**src/byte_op_defs.svh**
```systemverilog
`ifndef BYTE_OP_DEFS_SVH
`define BYTE_OP_DEFS_SVH

// Instruction word fields
`define OPC_HI        15
`define OPC6_LO       10
`define OPC7_LO       9
`define OPC4_LO       12
`define DEST_BIT      9
`define ACC_BIT       8
`define FADDR_HI      7
`define LADDR_HI      11

// Six-bit opcode prefixes (destination and access bits follow)
`define PAT_ADD       6'h09
`define PAT_ADD_C     6'h08
`define PAT_AND       6'h05
`define PAT_COMP      6'h07
`define PAT_DEC       6'h01
`define PAT_DEC_SZ    6'h0B
`define PAT_DEC_SNZ   6'h13
`define PAT_INC       6'h0A
`define PAT_INC_SZ    6'h0F
`define PAT_INC_SNZ   6'h12
`define PAT_OR        6'h04
`define PAT_MOVE      6'h14
`define PAT_RL_C      6'h0D
`define PAT_RL        6'h11
`define PAT_RR_C      6'h0C
`define PAT_RR        6'h10
`define PAT_REV_SUB_B 6'h15
`define PAT_SUB       6'h17
`define PAT_SUB_B     6'h16
`define PAT_SWAP      6'h0E
`define PAT_XOR       6'h06

// Seven-bit opcode prefixes (access bit follows)
`define PAT_SKIP_LT   7'h30
`define PAT_SKIP_EQ   7'h31
`define PAT_SKIP_GT   7'h32
`define PAT_TEST_SKIP 7'h33
`define PAT_SET       7'h34
`define PAT_CLEAR     7'h35
`define PAT_NEG       7'h36
`define PAT_MOVE_W    7'h37
`define PAT_MUL       7'h01

// Four-bit prefixes of the two-word move
`define PAT_MOVE_FF   4'hC
`define PAT_SECOND    4'hF

// Addressing
`define ACCESS_SPLIT  8'h60
`define ACCESS_LO_PG  4'h0
`define ACCESS_HI_PG  4'hF
`define PORT_BASE     12'hF80
`define PORT_COUNT    5
`define TIMER_ZERO    12'hFD6

// Register port map and status layout
`define REG_BANK      4'h0
`define REG_WORK      4'h1
`define REG_STATUS    4'h2
`define FLAG_C        0
`define FLAG_DC       1
`define FLAG_Z        2
`define FLAG_OV       3
`define FLAG_N        4
`define BYTE_ZERO     8'h00
`define BYTE_ONES     8'hFF

`endif

```
**src/byte_op_pkg.sv**
```systemverilog
package byte_op_pkg;

  typedef enum logic [3:0] {
    ST_FETCH     = 4'h1,
    ST_EXEC      = 4'h2,
    ST_MOVE_READ = 4'h4,
    ST_MOVE_DEST = 4'h8
  } state_type;

  typedef enum logic [5:0] {
    OP_NOP, OP_ADD, OP_ADD_CARRY, OP_AND, OP_CLEAR, OP_COMPLEMENT,
    OP_SKIP_EQ, OP_SKIP_GT, OP_SKIP_LT, OP_DEC, OP_DEC_SKIP_Z, OP_DEC_SKIP_NZ,
    OP_INC, OP_INC_SKIP_Z, OP_INC_SKIP_NZ, OP_OR, OP_MOVE, OP_MOVE_FF,
    OP_MOVE_W, OP_MUL, OP_NEG, OP_RL_C, OP_RL, OP_RR_C, OP_RR, OP_SET,
    OP_REV_SUB_B, OP_SUB, OP_SUB_B, OP_SWAP, OP_TEST_SKIP, OP_XOR
  } op_type;

endpackage : byte_op_pkg

```
**src/byte_op_instruction_decoder.sv**
```systemverilog
// Overview of operation
// - Add with carry: working register plus carry plus file; updates C, DC, Z, OV, N.
// - Compare equal skips next instruction on file equal working register; flags untouched.
// - Compare greater skips when file exceeds working register; flags untouched.
// - Compare less skips when file is below working register; flags untouched.
// - Decrement, skip when result is zero; no flag change.
// - Decrement, skip when result is nonzero; no flag change.
// - Increment, skip when result is zero; no flag change.
// - Increment, skip when result is nonzero; no flag change.
// - OR of working register and file; updates Z and N only.
// - XOR of working register and file; updates Z and N only.
// - Multiply working register by file in one cycle; no flag change.
// - Rotate left through carry; updates C, Z, N.
// - Eight-bit rotate left without carry; updates Z and N.
// - Rotate right through carry; updates C, Z, N.
// - Eight-bit rotate right without carry; updates Z and N.
// - Working register minus file minus borrow; updates all five arithmetic flags.
// - File minus working register minus borrow; updates all five arithmetic flags.
// - File minus working register; updates all five arithmetic flags.
// - Read-modify-write of a port uses pin levels, not the output latch.
// - Result written back to the timer count clears its prescaler.
// - A taken skip costs an extra cycle, two over a two-word move, each behaving as a no-operation.
// - Second word of a two-word instruction executes as no-operation unless consumed.
// - Destination bit sends result to working register or back to file.
// - Low eight word bits give the file address within the bank.
// - Two-word move takes twelve-bit source and destination addresses.
`include "byte_op_defs.svh"

module byte_op_instruction_decoder import byte_op_pkg::*; (
  // Clock and control
  input  wire logic                     sys_clk,
  input  wire logic                     rst_n,
  input  wire logic                     ce,
  // Program memory fetch
  input  wire logic [15:0]              instr_word,
  input  wire logic                     instr_valid,
  output logic                          instr_ready,
  output logic                          skip_taken,
  // Data register file
  output logic [11:0]                   file_addr,
  input  wire logic [7:0]               file_rdata,
  output logic [7:0]                    file_wdata,
  output logic                          file_we,
  // Port pins and timer
  input  wire logic [`PORT_COUNT*8-1:0] port_pins,
  output logic                          prescaler_clear,
  // Multiplier result
  output logic [15:0]                   product,
  output logic                          product_we,
  // Core state
  output logic [7:0]                    working_register,
  output logic                          carry,
  output logic                          half_carry_flag,
  output logic                          zero,
  output logic                          signed_wrap_flag,
  output logic                          negative,
  // Register port
  input  wire logic [3:0]               reg_addr,
  input  wire logic [7:0]               reg_wdata,
  input  wire logic                     reg_wr,
  input  wire logic                     reg_rd,
  output logic [7:0]                    reg_rdata
);

  function automatic op_type decode_op(input logic [15:0] w);
    op_type op;
    op = OP_NOP;
    if (w[`OPC_HI:`OPC4_LO] == `PAT_MOVE_FF) begin
      op = OP_MOVE_FF;
    end else begin
      case (w[`OPC_HI:`OPC7_LO])
        `PAT_SKIP_LT:   op = OP_SKIP_LT;
        `PAT_SKIP_EQ:   op = OP_SKIP_EQ;
        `PAT_SKIP_GT:   op = OP_SKIP_GT;
        `PAT_TEST_SKIP: op = OP_TEST_SKIP;
        `PAT_SET:       op = OP_SET;
        `PAT_CLEAR:     op = OP_CLEAR;
        `PAT_NEG:       op = OP_NEG;
        `PAT_MOVE_W:    op = OP_MOVE_W;
        `PAT_MUL:       op = OP_MUL;
        default: begin
          case (w[`OPC_HI:`OPC6_LO])
            `PAT_ADD:       op = OP_ADD;
            `PAT_ADD_C:     op = OP_ADD_CARRY;
            `PAT_AND:       op = OP_AND;
            `PAT_COMP:      op = OP_COMPLEMENT;
            `PAT_DEC:       op = OP_DEC;
            `PAT_DEC_SZ:    op = OP_DEC_SKIP_Z;
            `PAT_DEC_SNZ:   op = OP_DEC_SKIP_NZ;
            `PAT_INC:       op = OP_INC;
            `PAT_INC_SZ:    op = OP_INC_SKIP_Z;
            `PAT_INC_SNZ:   op = OP_INC_SKIP_NZ;
            `PAT_OR:        op = OP_OR;
            `PAT_MOVE:      op = OP_MOVE;
            `PAT_RL_C:      op = OP_RL_C;
            `PAT_RL:        op = OP_RL;
            `PAT_RR_C:      op = OP_RR_C;
            `PAT_RR:        op = OP_RR;
            `PAT_REV_SUB_B: op = OP_REV_SUB_B;
            `PAT_SUB:       op = OP_SUB;
            `PAT_SUB_B:     op = OP_SUB_B;
            `PAT_SWAP:      op = OP_SWAP;
            `PAT_XOR:       op = OP_XOR;
            default:        op = OP_NOP;
          endcase
        end
      endcase
    end
    return op;
  endfunction : decode_op

  // Access bank: low part of page zero, high part of the top page
  function automatic logic [11:0] bank_address(input logic [7:0] f, input logic acc, input logic [3:0] bsel);
    logic [11:0] a;
    if (acc) begin
      a = {bsel, f};
    end else if (f < `ACCESS_SPLIT) begin
      a = {`ACCESS_LO_PG, f};
    end else begin
      a = {`ACCESS_HI_PG, f};
    end
    return a;
  endfunction : bank_address

  state_type   state, next_state;
  op_type      cur_op, next_op;
  logic        dest_file, next_dest_file;
  logic        skip_pending, next_skip_pending;
  logic [7:0]  move_data, next_move_data;
  logic [3:0]  bank, next_bank;
  logic [`PORT_COUNT*8-1:0] port_meta, port_sync;
  logic [11:0] next_file_addr;
  logic [7:0]  next_file_wdata, next_working_register, next_reg_rdata;
  logic [15:0] next_product;
  logic        next_file_we, next_product_we, next_prescaler_clear, next_skip_taken, next_instr_ready;
  logic        next_carry, next_half, next_zero, next_wrap, next_negative;
  logic [11:0] instr_low;
  logic        taken, is_port, reads_file;
  logic [2:0]  port_index;
  logic [7:0]  operand, a_in, b_in, result;
  logic        cin, upd_c, upd_dc, upd_ov, upd_z, upd_n, has_result, do_skip;
  logic [8:0]  sum9;
  logic [4:0]  nib5;
  op_type      fetched_op;

  assign instr_low  = instr_word[`LADDR_HI:0];
  assign taken      = instr_valid && instr_ready;
  assign fetched_op = decode_op(instr_word);
  assign is_port    = (file_addr >= `PORT_BASE) && (file_addr < `PORT_BASE + 12'(`PORT_COUNT));
  assign port_index = 3'(file_addr - `PORT_BASE);
  assign reads_file = !(cur_op inside {OP_CLEAR, OP_SET, OP_MOVE_W});
  // Pins are asynchronous to the core; only the second stage is read
  always_ff @(posedge sys_clk) begin
    if (!rst_n) begin
      port_meta <= '0;
      port_sync <= '0;
    end else if (ce) begin
      port_meta <= port_pins;
      port_sync <= port_meta;
    end
  end
  // Arithmetic operand selection and flag-update set
  always_comb begin
    operand = file_rdata;
    if (is_port && dest_file && reads_file) begin
      operand = port_sync[port_index*8 +: 8];
    end
    a_in = operand;
    b_in = `BYTE_ZERO;
    cin  = 1'b0;
    unique case (cur_op)
      OP_ADD:       b_in = working_register;
      OP_ADD_CARRY: begin b_in = working_register; cin = carry; end
      OP_SUB:       begin b_in = ~working_register; cin = 1'b1; end
      OP_SUB_B:     begin b_in = ~working_register; cin = carry; end
      OP_REV_SUB_B: begin a_in = working_register; b_in = ~operand; cin = carry; end
      OP_DEC, OP_DEC_SKIP_Z, OP_DEC_SKIP_NZ: b_in = `BYTE_ONES;
      OP_INC, OP_INC_SKIP_Z, OP_INC_SKIP_NZ: cin = 1'b1;
      OP_NEG:       begin a_in = `BYTE_ZERO; b_in = ~operand; cin = 1'b1; end
      default:      cin = 1'b0;
    endcase
    sum9 = {1'b0, a_in} + {1'b0, b_in} + {8'h00, cin};
    nib5 = {1'b0, a_in[3:0]} + {1'b0, b_in[3:0]} + {4'h0, cin};
    result     = sum9[7:0];
    has_result = 1'b1;
    do_skip    = 1'b0;
    upd_c = 1'b0; upd_dc = 1'b0; upd_ov = 1'b0; upd_z = 1'b0; upd_n = 1'b0;
    unique case (cur_op)
      OP_ADD, OP_ADD_CARRY, OP_SUB, OP_SUB_B, OP_REV_SUB_B, OP_DEC, OP_INC, OP_NEG: begin
        upd_c = 1'b1; upd_dc = 1'b1; upd_ov = 1'b1; upd_z = 1'b1; upd_n = 1'b1;
      end
      OP_DEC_SKIP_Z, OP_INC_SKIP_Z:   do_skip = (sum9[7:0] == `BYTE_ZERO);
      OP_DEC_SKIP_NZ, OP_INC_SKIP_NZ: do_skip = (sum9[7:0] != `BYTE_ZERO);
      OP_AND:        begin result = working_register & operand; upd_z = 1'b1; upd_n = 1'b1; end
      OP_OR:         begin result = working_register | operand; upd_z = 1'b1; upd_n = 1'b1; end
      OP_XOR:        begin result = working_register ^ operand; upd_z = 1'b1; upd_n = 1'b1; end
      OP_COMPLEMENT: begin result = ~operand; upd_z = 1'b1; upd_n = 1'b1; end
      OP_MOVE:       begin result = operand; upd_z = 1'b1; upd_n = 1'b1; end
      OP_CLEAR:      begin result = `BYTE_ZERO; upd_z = 1'b1; end
      OP_SET:        result = `BYTE_ONES;
      OP_MOVE_W:     result = working_register;
      OP_SWAP:       result = {operand[3:0], operand[7:4]};
      OP_RL_C:       begin result = {operand[6:0], carry}; upd_c = 1'b1; upd_z = 1'b1; upd_n = 1'b1; end
      OP_RR_C:       begin result = {carry, operand[7:1]}; upd_c = 1'b1; upd_z = 1'b1; upd_n = 1'b1; end
      OP_RL:         begin result = {operand[6:0], operand[7]}; upd_z = 1'b1; upd_n = 1'b1; end
      OP_RR:         begin result = {operand[0], operand[7:1]}; upd_z = 1'b1; upd_n = 1'b1; end
      OP_SKIP_EQ:    begin has_result = 1'b0; do_skip = (operand == working_register); end
      OP_SKIP_GT:    begin has_result = 1'b0; do_skip = (operand > working_register); end
      OP_SKIP_LT:    begin has_result = 1'b0; do_skip = (operand < working_register); end
      OP_TEST_SKIP:  begin has_result = 1'b0; do_skip = (operand == `BYTE_ZERO); end
      default:       has_result = 1'b0;
    endcase
  end
  // Sequencing and write-back
  always_comb begin
    next_state            = state;
    next_op               = cur_op;
    next_dest_file        = dest_file;
    next_skip_pending     = skip_pending;
    next_move_data        = move_data;
    next_file_addr        = file_addr;
    next_file_wdata       = file_wdata;
    next_working_register = working_register;
    next_product          = product;
    next_carry            = carry;
    next_half             = half_carry_flag;
    next_zero             = zero;
    next_wrap             = signed_wrap_flag;
    next_negative         = negative;
    next_file_we          = 1'b0;
    next_product_we       = 1'b0;
    next_skip_taken       = 1'b0;
    unique case (state)
      ST_FETCH: begin
        if (taken && skip_pending) begin
          // Discarded word; a skipped two-word move also drops its second word
          next_skip_pending = (fetched_op == OP_MOVE_FF);
        end else if (taken) begin
          next_op        = fetched_op;
          next_dest_file = instr_word[`DEST_BIT] || (fetched_op inside {OP_CLEAR, OP_SET, OP_NEG, OP_MOVE_W});
          next_file_addr = bank_address(instr_word[`FADDR_HI:0], instr_word[`ACC_BIT], bank);
          if (fetched_op == OP_MOVE_FF) begin
            next_file_addr = instr_low;
            next_state     = ST_MOVE_READ;
          end else if (fetched_op != OP_NOP) begin
            next_state = ST_EXEC;
          end
        end
      end
      ST_EXEC: begin
        next_state = ST_FETCH;
        if (has_result) begin
          if (dest_file) begin
            next_file_wdata = result;
            next_file_we    = 1'b1;
          end else begin
            next_working_register = result;
          end
        end
        if (cur_op == OP_MUL) begin
          next_product    = {8'h00, working_register} * {8'h00, operand};
          next_product_we = 1'b1;
        end
        if (upd_c) next_carry = (cur_op == OP_RL_C) ? operand[7] : (cur_op == OP_RR_C) ? operand[0] : sum9[8];
        if (upd_dc) next_half = nib5[4];
        if (upd_ov) next_wrap = (a_in[7] == b_in[7]) && (sum9[7] != a_in[7]);
        if (upd_z) next_zero = (result == `BYTE_ZERO);
        if (upd_n) next_negative = result[7];
        if (do_skip) begin
          next_skip_pending = 1'b1;
          next_skip_taken   = 1'b1;
        end
      end
      ST_MOVE_READ: begin
        next_move_data = file_rdata;
        next_state     = ST_MOVE_DEST;
      end
      ST_MOVE_DEST: begin
        // The second word is consumed here, never executed on its own
        if (taken) begin
          next_file_addr  = instr_low;
          next_file_wdata = move_data;
          next_file_we    = 1'b1;
          next_state      = ST_FETCH;
        end
      end
    endcase
    next_prescaler_clear = next_file_we && (next_file_addr == `TIMER_ZERO);
    next_instr_ready     = (next_state == ST_FETCH) || (next_state == ST_MOVE_DEST);
  end

  always_ff @(posedge sys_clk) begin
    if (!rst_n) begin
      state            <= ST_FETCH;
      cur_op           <= OP_NOP;
      dest_file        <= 1'b0;
      skip_pending     <= 1'b0;
      move_data        <= '0;
      file_addr        <= '0;
      file_wdata       <= '0;
      file_we          <= 1'b0;
      working_register <= '0;
      product          <= '0;
      product_we       <= 1'b0;
      carry            <= 1'b0;
      half_carry_flag  <= 1'b0;
      zero             <= 1'b0;
      signed_wrap_flag <= 1'b0;
      negative         <= 1'b0;
      skip_taken       <= 1'b0;
      prescaler_clear  <= 1'b0;
      instr_ready      <= 1'b1;
    end else if (ce) begin
      state            <= next_state;
      cur_op           <= next_op;
      dest_file        <= next_dest_file;
      skip_pending     <= next_skip_pending;
      move_data        <= next_move_data;
      file_addr        <= next_file_addr;
      file_wdata       <= next_file_wdata;
      file_we          <= next_file_we;
      working_register <= next_working_register;
      product          <= next_product;
      product_we       <= next_product_we;
      carry            <= next_carry;
      half_carry_flag  <= next_half;
      zero             <= next_zero;
      signed_wrap_flag <= next_wrap;
      negative         <= next_negative;
      skip_taken       <= next_skip_taken;
      prescaler_clear  <= next_prescaler_clear;
      instr_ready      <= next_instr_ready;
    end
  end
  // Register port; bank select steers the banked address
  always_comb begin
    next_bank      = bank;
    next_reg_rdata = `BYTE_ZERO;
    if (reg_wr && reg_addr == `REG_BANK) begin
      next_bank = reg_wdata[3:0];
    end
    if (reg_rd) begin
      case (reg_addr)
        `REG_BANK:   next_reg_rdata = {4'h0, bank};
        `REG_WORK:   next_reg_rdata = working_register;
        `REG_STATUS: begin
          next_reg_rdata[`FLAG_C]  = carry;
          next_reg_rdata[`FLAG_DC] = half_carry_flag;
          next_reg_rdata[`FLAG_Z]  = zero;
          next_reg_rdata[`FLAG_OV] = signed_wrap_flag;
          next_reg_rdata[`FLAG_N]  = negative;
        end
        default:     next_reg_rdata = `BYTE_ZERO;
      endcase
    end
  end
  always_ff @(posedge sys_clk) begin
    if (!rst_n) begin
      bank      <= '0;
      reg_rdata <= '0;
    end else if (ce) begin
      bank      <= next_bank;
      reg_rdata <= next_reg_rdata;
    end
  end
endmodule : byte_op_instruction_decoder

```
**config.mk**
```make
export PLATFORM = sky130hd
export DESIGN_NAME = byte_op_instruction_decoder
export DESIGN_NICKNAME = d
export VERILOG_FILES = /design/src/byte_op_pkg.sv /design/src/byte_op_instruction_decoder.sv
export VERILOG_INCLUDE_DIRS = /design/src
export SDC_FILE = /design/constraint.sdc
export NUM_CORES = 1
export LEC_CHECK = 0
export ABC_AREA = 1
export ABC_CLOCK_PERIOD_IN_PS = 6900
export BUFFER_PORTS_ARGS = -buffer_cell sky130_fd_sc_hd__buf_2
export CORE_MARGIN = 5
export CORE_UTILIZATION = 55
export DETAILED_ROUTE_END_ITERATION = 10
export GPL_TIMING_DRIVEN = 0
export PLACE_DENSITY = 0.76
export SLEW_MARGIN = 20
export SYNTH_ARGS = -nofsm -noshare
export SYNTH_HDL_FRONTEND = slang
export SYNTH_SLANG_ARGS = --single-unit
```
**constraint.sdc**
```tcl
create_clock -name sys_clk -period 6.9 [get_ports sys_clk]
set_input_delay 0.345 -clock sys_clk [delete_from_list [all_inputs] [get_ports sys_clk]]
set_output_delay 0.345 -clock sys_clk [all_outputs]
set_load 0.05 [all_outputs]
```
==> metrics list <==
* Antenna Nets Post-Route: 0
- Library cell occupying the most area in the post-synthesis netlist: sky130_fd_sc_hd__dfxtp_1
- STA classifies the critical path startpoint as a register.
- Clock tree from TritonCTS: yes
* Critical-path maximum fanout: 11
- Net count of the mapped netlist: 1,899
* Antenna violations before repair: 1
- In this run the count of I/O pins placed on the die edge is ~140.
- Overflow left after global routing: 0
- Fill cells: about 2.0k
* Area of the die: about 0.024 mm2
- # Post-CTS Setup Buffers: 0
- For the worst-skew pair, the clock arrives at the later sink with an insertion delay of 0.44 ns.
* CP Data Arrival Time: a little under 7 ns
- CTS H-Tree Depth: 4
* Maximum clock path buffer count: 2
- Proportion of register bits with asynchronous set or reset after synthesis: 0%
- Synthesized area per cell: approximately 6.8 um2
- Post-route DRC: 0
* Placement Rows: 53
- The top cell type by area accounts for roughly 29% of the synthesized area.
- The die is between 150 and 200 um wide.
- After the first detailed-routing iteration, the DRC count stood at ~1,000.
* Critical path type: register to register
- Of the cells placed in the final design, the portion with a size suffix greater than 1 is a little over an eighth.
* Clock root buffer: sky130_fd_sc_hd__clkbuf_16
- Using the TritonRoute via totals, the vias-per-cell ratio works out to roughly 5.6.
- Endpoint required time on the critical path: between 7 and 8 ns
- Final Max Slew Viols: 0
* IO buf count: between 100 and 150
- Dividing the detail-routed wire length by the instance count gives 17.5 um.
- On the critical path, the stage with the largest delay is an instance of sky130_fd_sc_hd__fa_1.
* Detailed-route wire length on metal 1: ~16 mm
* Main synth FF type: sky130_fd_sc_hd__dfxtp_1
- In this run the power density over the cells is between 150 and 200 mW/mm2.
- Sequential fraction of the synthesis area: 28.6%
* Count of endpoints failing setup in the final report: 0
- The final count of hold timing violations is 0.
- Hold timing on the final database bottoms out at a slack of about 0.11 ns.
- Ranking of synthesized cells by instance count: sky130_fd_sc_hd__nor2_1 (308), sky130_fd_sc_hd__nand2_1 (261), sky130_fd_sc_hd__o21ai_0 (197)
- Initial DRT Pass Iterations: 6
- Total clock buffers created by CTS: 17
* Global-route usage over all layers: around 30%
* Main area contributors after synthesis: sky130_fd_sc_hd__dfxtp_1 (29%), sky130_fd_sc_hd__nor2_1 (10%), sky130_fd_sc_hd__o21ai_0 (8.5%), sky130_fd_sc_hd__nand2_1 (8.5%), sky130_fd_sc_hd__ha_1 (7.9%)
* Gate Count Post-Synth: ~1.7k
- Count of cell types in the netlist: 55
- Entering global routing, the biggest net connects 21 pins.
* Metal2 WL: about 18 mm
* Post-layout nets: approximately 2.1k
- Cell type with the highest occurrence count on the critical path: sky130_fd_sc_hd__fa_1
- Die extent in y: around 150 um
- Clock-pin slew was measured on the worst setup and hold paths at ~0.08 ns.
- Yosys mapped a number of flops with a built-in enable equal to 0.
- Number of max-cap violations: 0
- Met3 layer wire length in the routed design: 2.58 mm
- Signed area change from the synthesized netlist to the final layout: 14.5%
- Cell with the most instances after synthesis: sky130_fd_sc_hd__nor2_1
- Class of the most critical hold timing path: input port to register
- HPWL after detailed placement: around 30 mm
* Synthesized area: approximately 0.012 mm2
- For the finished layout, the period the worst path requires is 6.40 ns.
* Sequential standard cell area: roughly 0.0033 mm2
- Signal routing reaches up to met4.
* Ys Warns: 0
- The largest single stage delay on the critical path is 0.56 ns.
- The tree built by TritonCTS fans out to around 170 sinks.
* Tightest Pin Transition: between 0.7 and 0.8 ns
- Dividing the final minimum period by the clock period gives around 93%.
* Headroom to the max-slew limit: between 50% and 60%
* Total vias in the final route: ~12k
- The via count of the first global-routing pass was roughly 11k.
- Core ar.: approximately 0.021 mm2
- Wire length of the first global-routing pass: 59.1 mm
- Fmax achieved: 156 MHz
- Status: completed
* Effective utilization at floorplan: between 50% and 60%
- VDD sags by at most roughly 200 uV.
- For the final routed database, the setup TNS stands at 0 ns.
* Worst Skew: between 0.015 and 0.02 ns
- Final weighted congestion in routability-driven placement: a little under 1
- Setup repair after global routing left no endpoint under its margin.
* Wirelength, routed: between 30 and 40 mm
- Area used by multi-input combinational logic: between 0.007 and 0.008 mm2
- Leak: between 6 and 7 nW
* Flip-flop and latch count after synthesis: 165
- The worst setup path is captured at a register.
[final timing paths]
kind	startpoint	end	slack (ns)	cells past startpoint
setup / recovery	cur_op[1]	product[15]	0.50	26
hold / removal	port_pins[37]	port_meta[37]	0.11	3
setup reg to reg	cur_op[1]	product[15]	0.50	26
hold reg to reg	port_sync[7]	port_sync[7]	0.46	2
[report_power, final]
part | internal (mW) | leakage (nW) | switching [mW]
clock network | 0.497 | 0.297 | 0.486
registers | 0.997 | 1.35 | 0.0330
logic | 0.136 | 4.73 | 0.321
[cell families after synthesis]
| family | Yosys count | synth area share [%] |
|---|---|---|
| DFF | 165 | 28.6 |
| AOI/OAI and AO/OA | 401 | 18.8 |
| adders and majority gates | 111 | 14.5 |
| and+or+nand+nor | 739 | 27.8 |
| xor gates and xnor gates | 16 | 1.21 |
| buffers and inverters | 274 | 9.20 |
[sequential cells by signal, summed over array words and instances, names as in the netlist, 4 cells and up]
register / cells
port_meta: 40
port_sync: 40
product: 16
file_addr: 12
file_wdata: 8
move_data: 8
reg_rdata: 8
working_register: 8
cur_op: 5
bank: 4
state: 4
[routing by layer]
metal / global-route usage, % / vias up
met5: 0 / -
met4: 14.2 / 0
met3: 4.39 / 94
met2: 51.1 / 492
met1: 39.4 / 5554
li1: - / 5907
[final cells by class]
type                    instances  share of cell area [%]
clock inverters                15                    1.49
flip-flops and latches        165                    25.0
inverters                     212                    6.07
plain buffers                  61                    1.97
clock buffers                  17                    3.22
repair buffers                138                    5.22
well taps                     275                    2.60
diodes                          1                  0.0189
multi-input cells            1267                    54.4
[worst max-delay path, delay by kind of cell (launching register included)]
kind | cells | cell delay, ns
flops | 1 | 0.41
buf+inv | 5 | 0.56
compound gates | 7 | 1.27
fa+ha+maj | 5 | 2.46
simple gates | 9 | 1.63
[per-stage QoR]
| step | area (um2) | power [mW] | setup slack [ns] | util (%) | std cells |
|---|---|---|---|---|---|
| finish | 13200 | 2.47 | 0.500 | 63.3 | 2151 |
| CTS | 13200 | 2.47 | 0.412 | 63.3 | 2151 |
| global placement | 12600 | 1.49 | 0.681 | 60.3 | 2119 |
| global route | 13200 | 2.57 | 0.0490 | 63.3 | 2150 |
| floorplan | 11600 | 1.35 | 1.32 | - | 1706 |
| detailed placement | 12600 | 1.50 | 0.550 | 60.3 | 2119 |
[repair_timing]
action / 4_1_cts / 5_1_grt
hold buffers: 0 / 0
setup endpoints to repair: 0 / 1
hold endpoints to repair: 0 / 0
gates resized for setup: 0 / 2
[layout by cell type, fill, tap and decap left out, drive strengths merged, types with 11 or more instances in the layout]
master  synthesis  routed
nor2          322     322
nand2         278     278
o21ai         217     217
inv           201     207
dfxtp         165     165
buf            11     149
a21oi         127     127
nand3          88      88
ha             73      73
clkbuf         51      67
fa             38      38
nor3           23      23
nand4          20      20
clkinv         11      18
o22ai          15      15
o221ai         11      11
No activity file was read; power rests on OpenSTA's default activity.
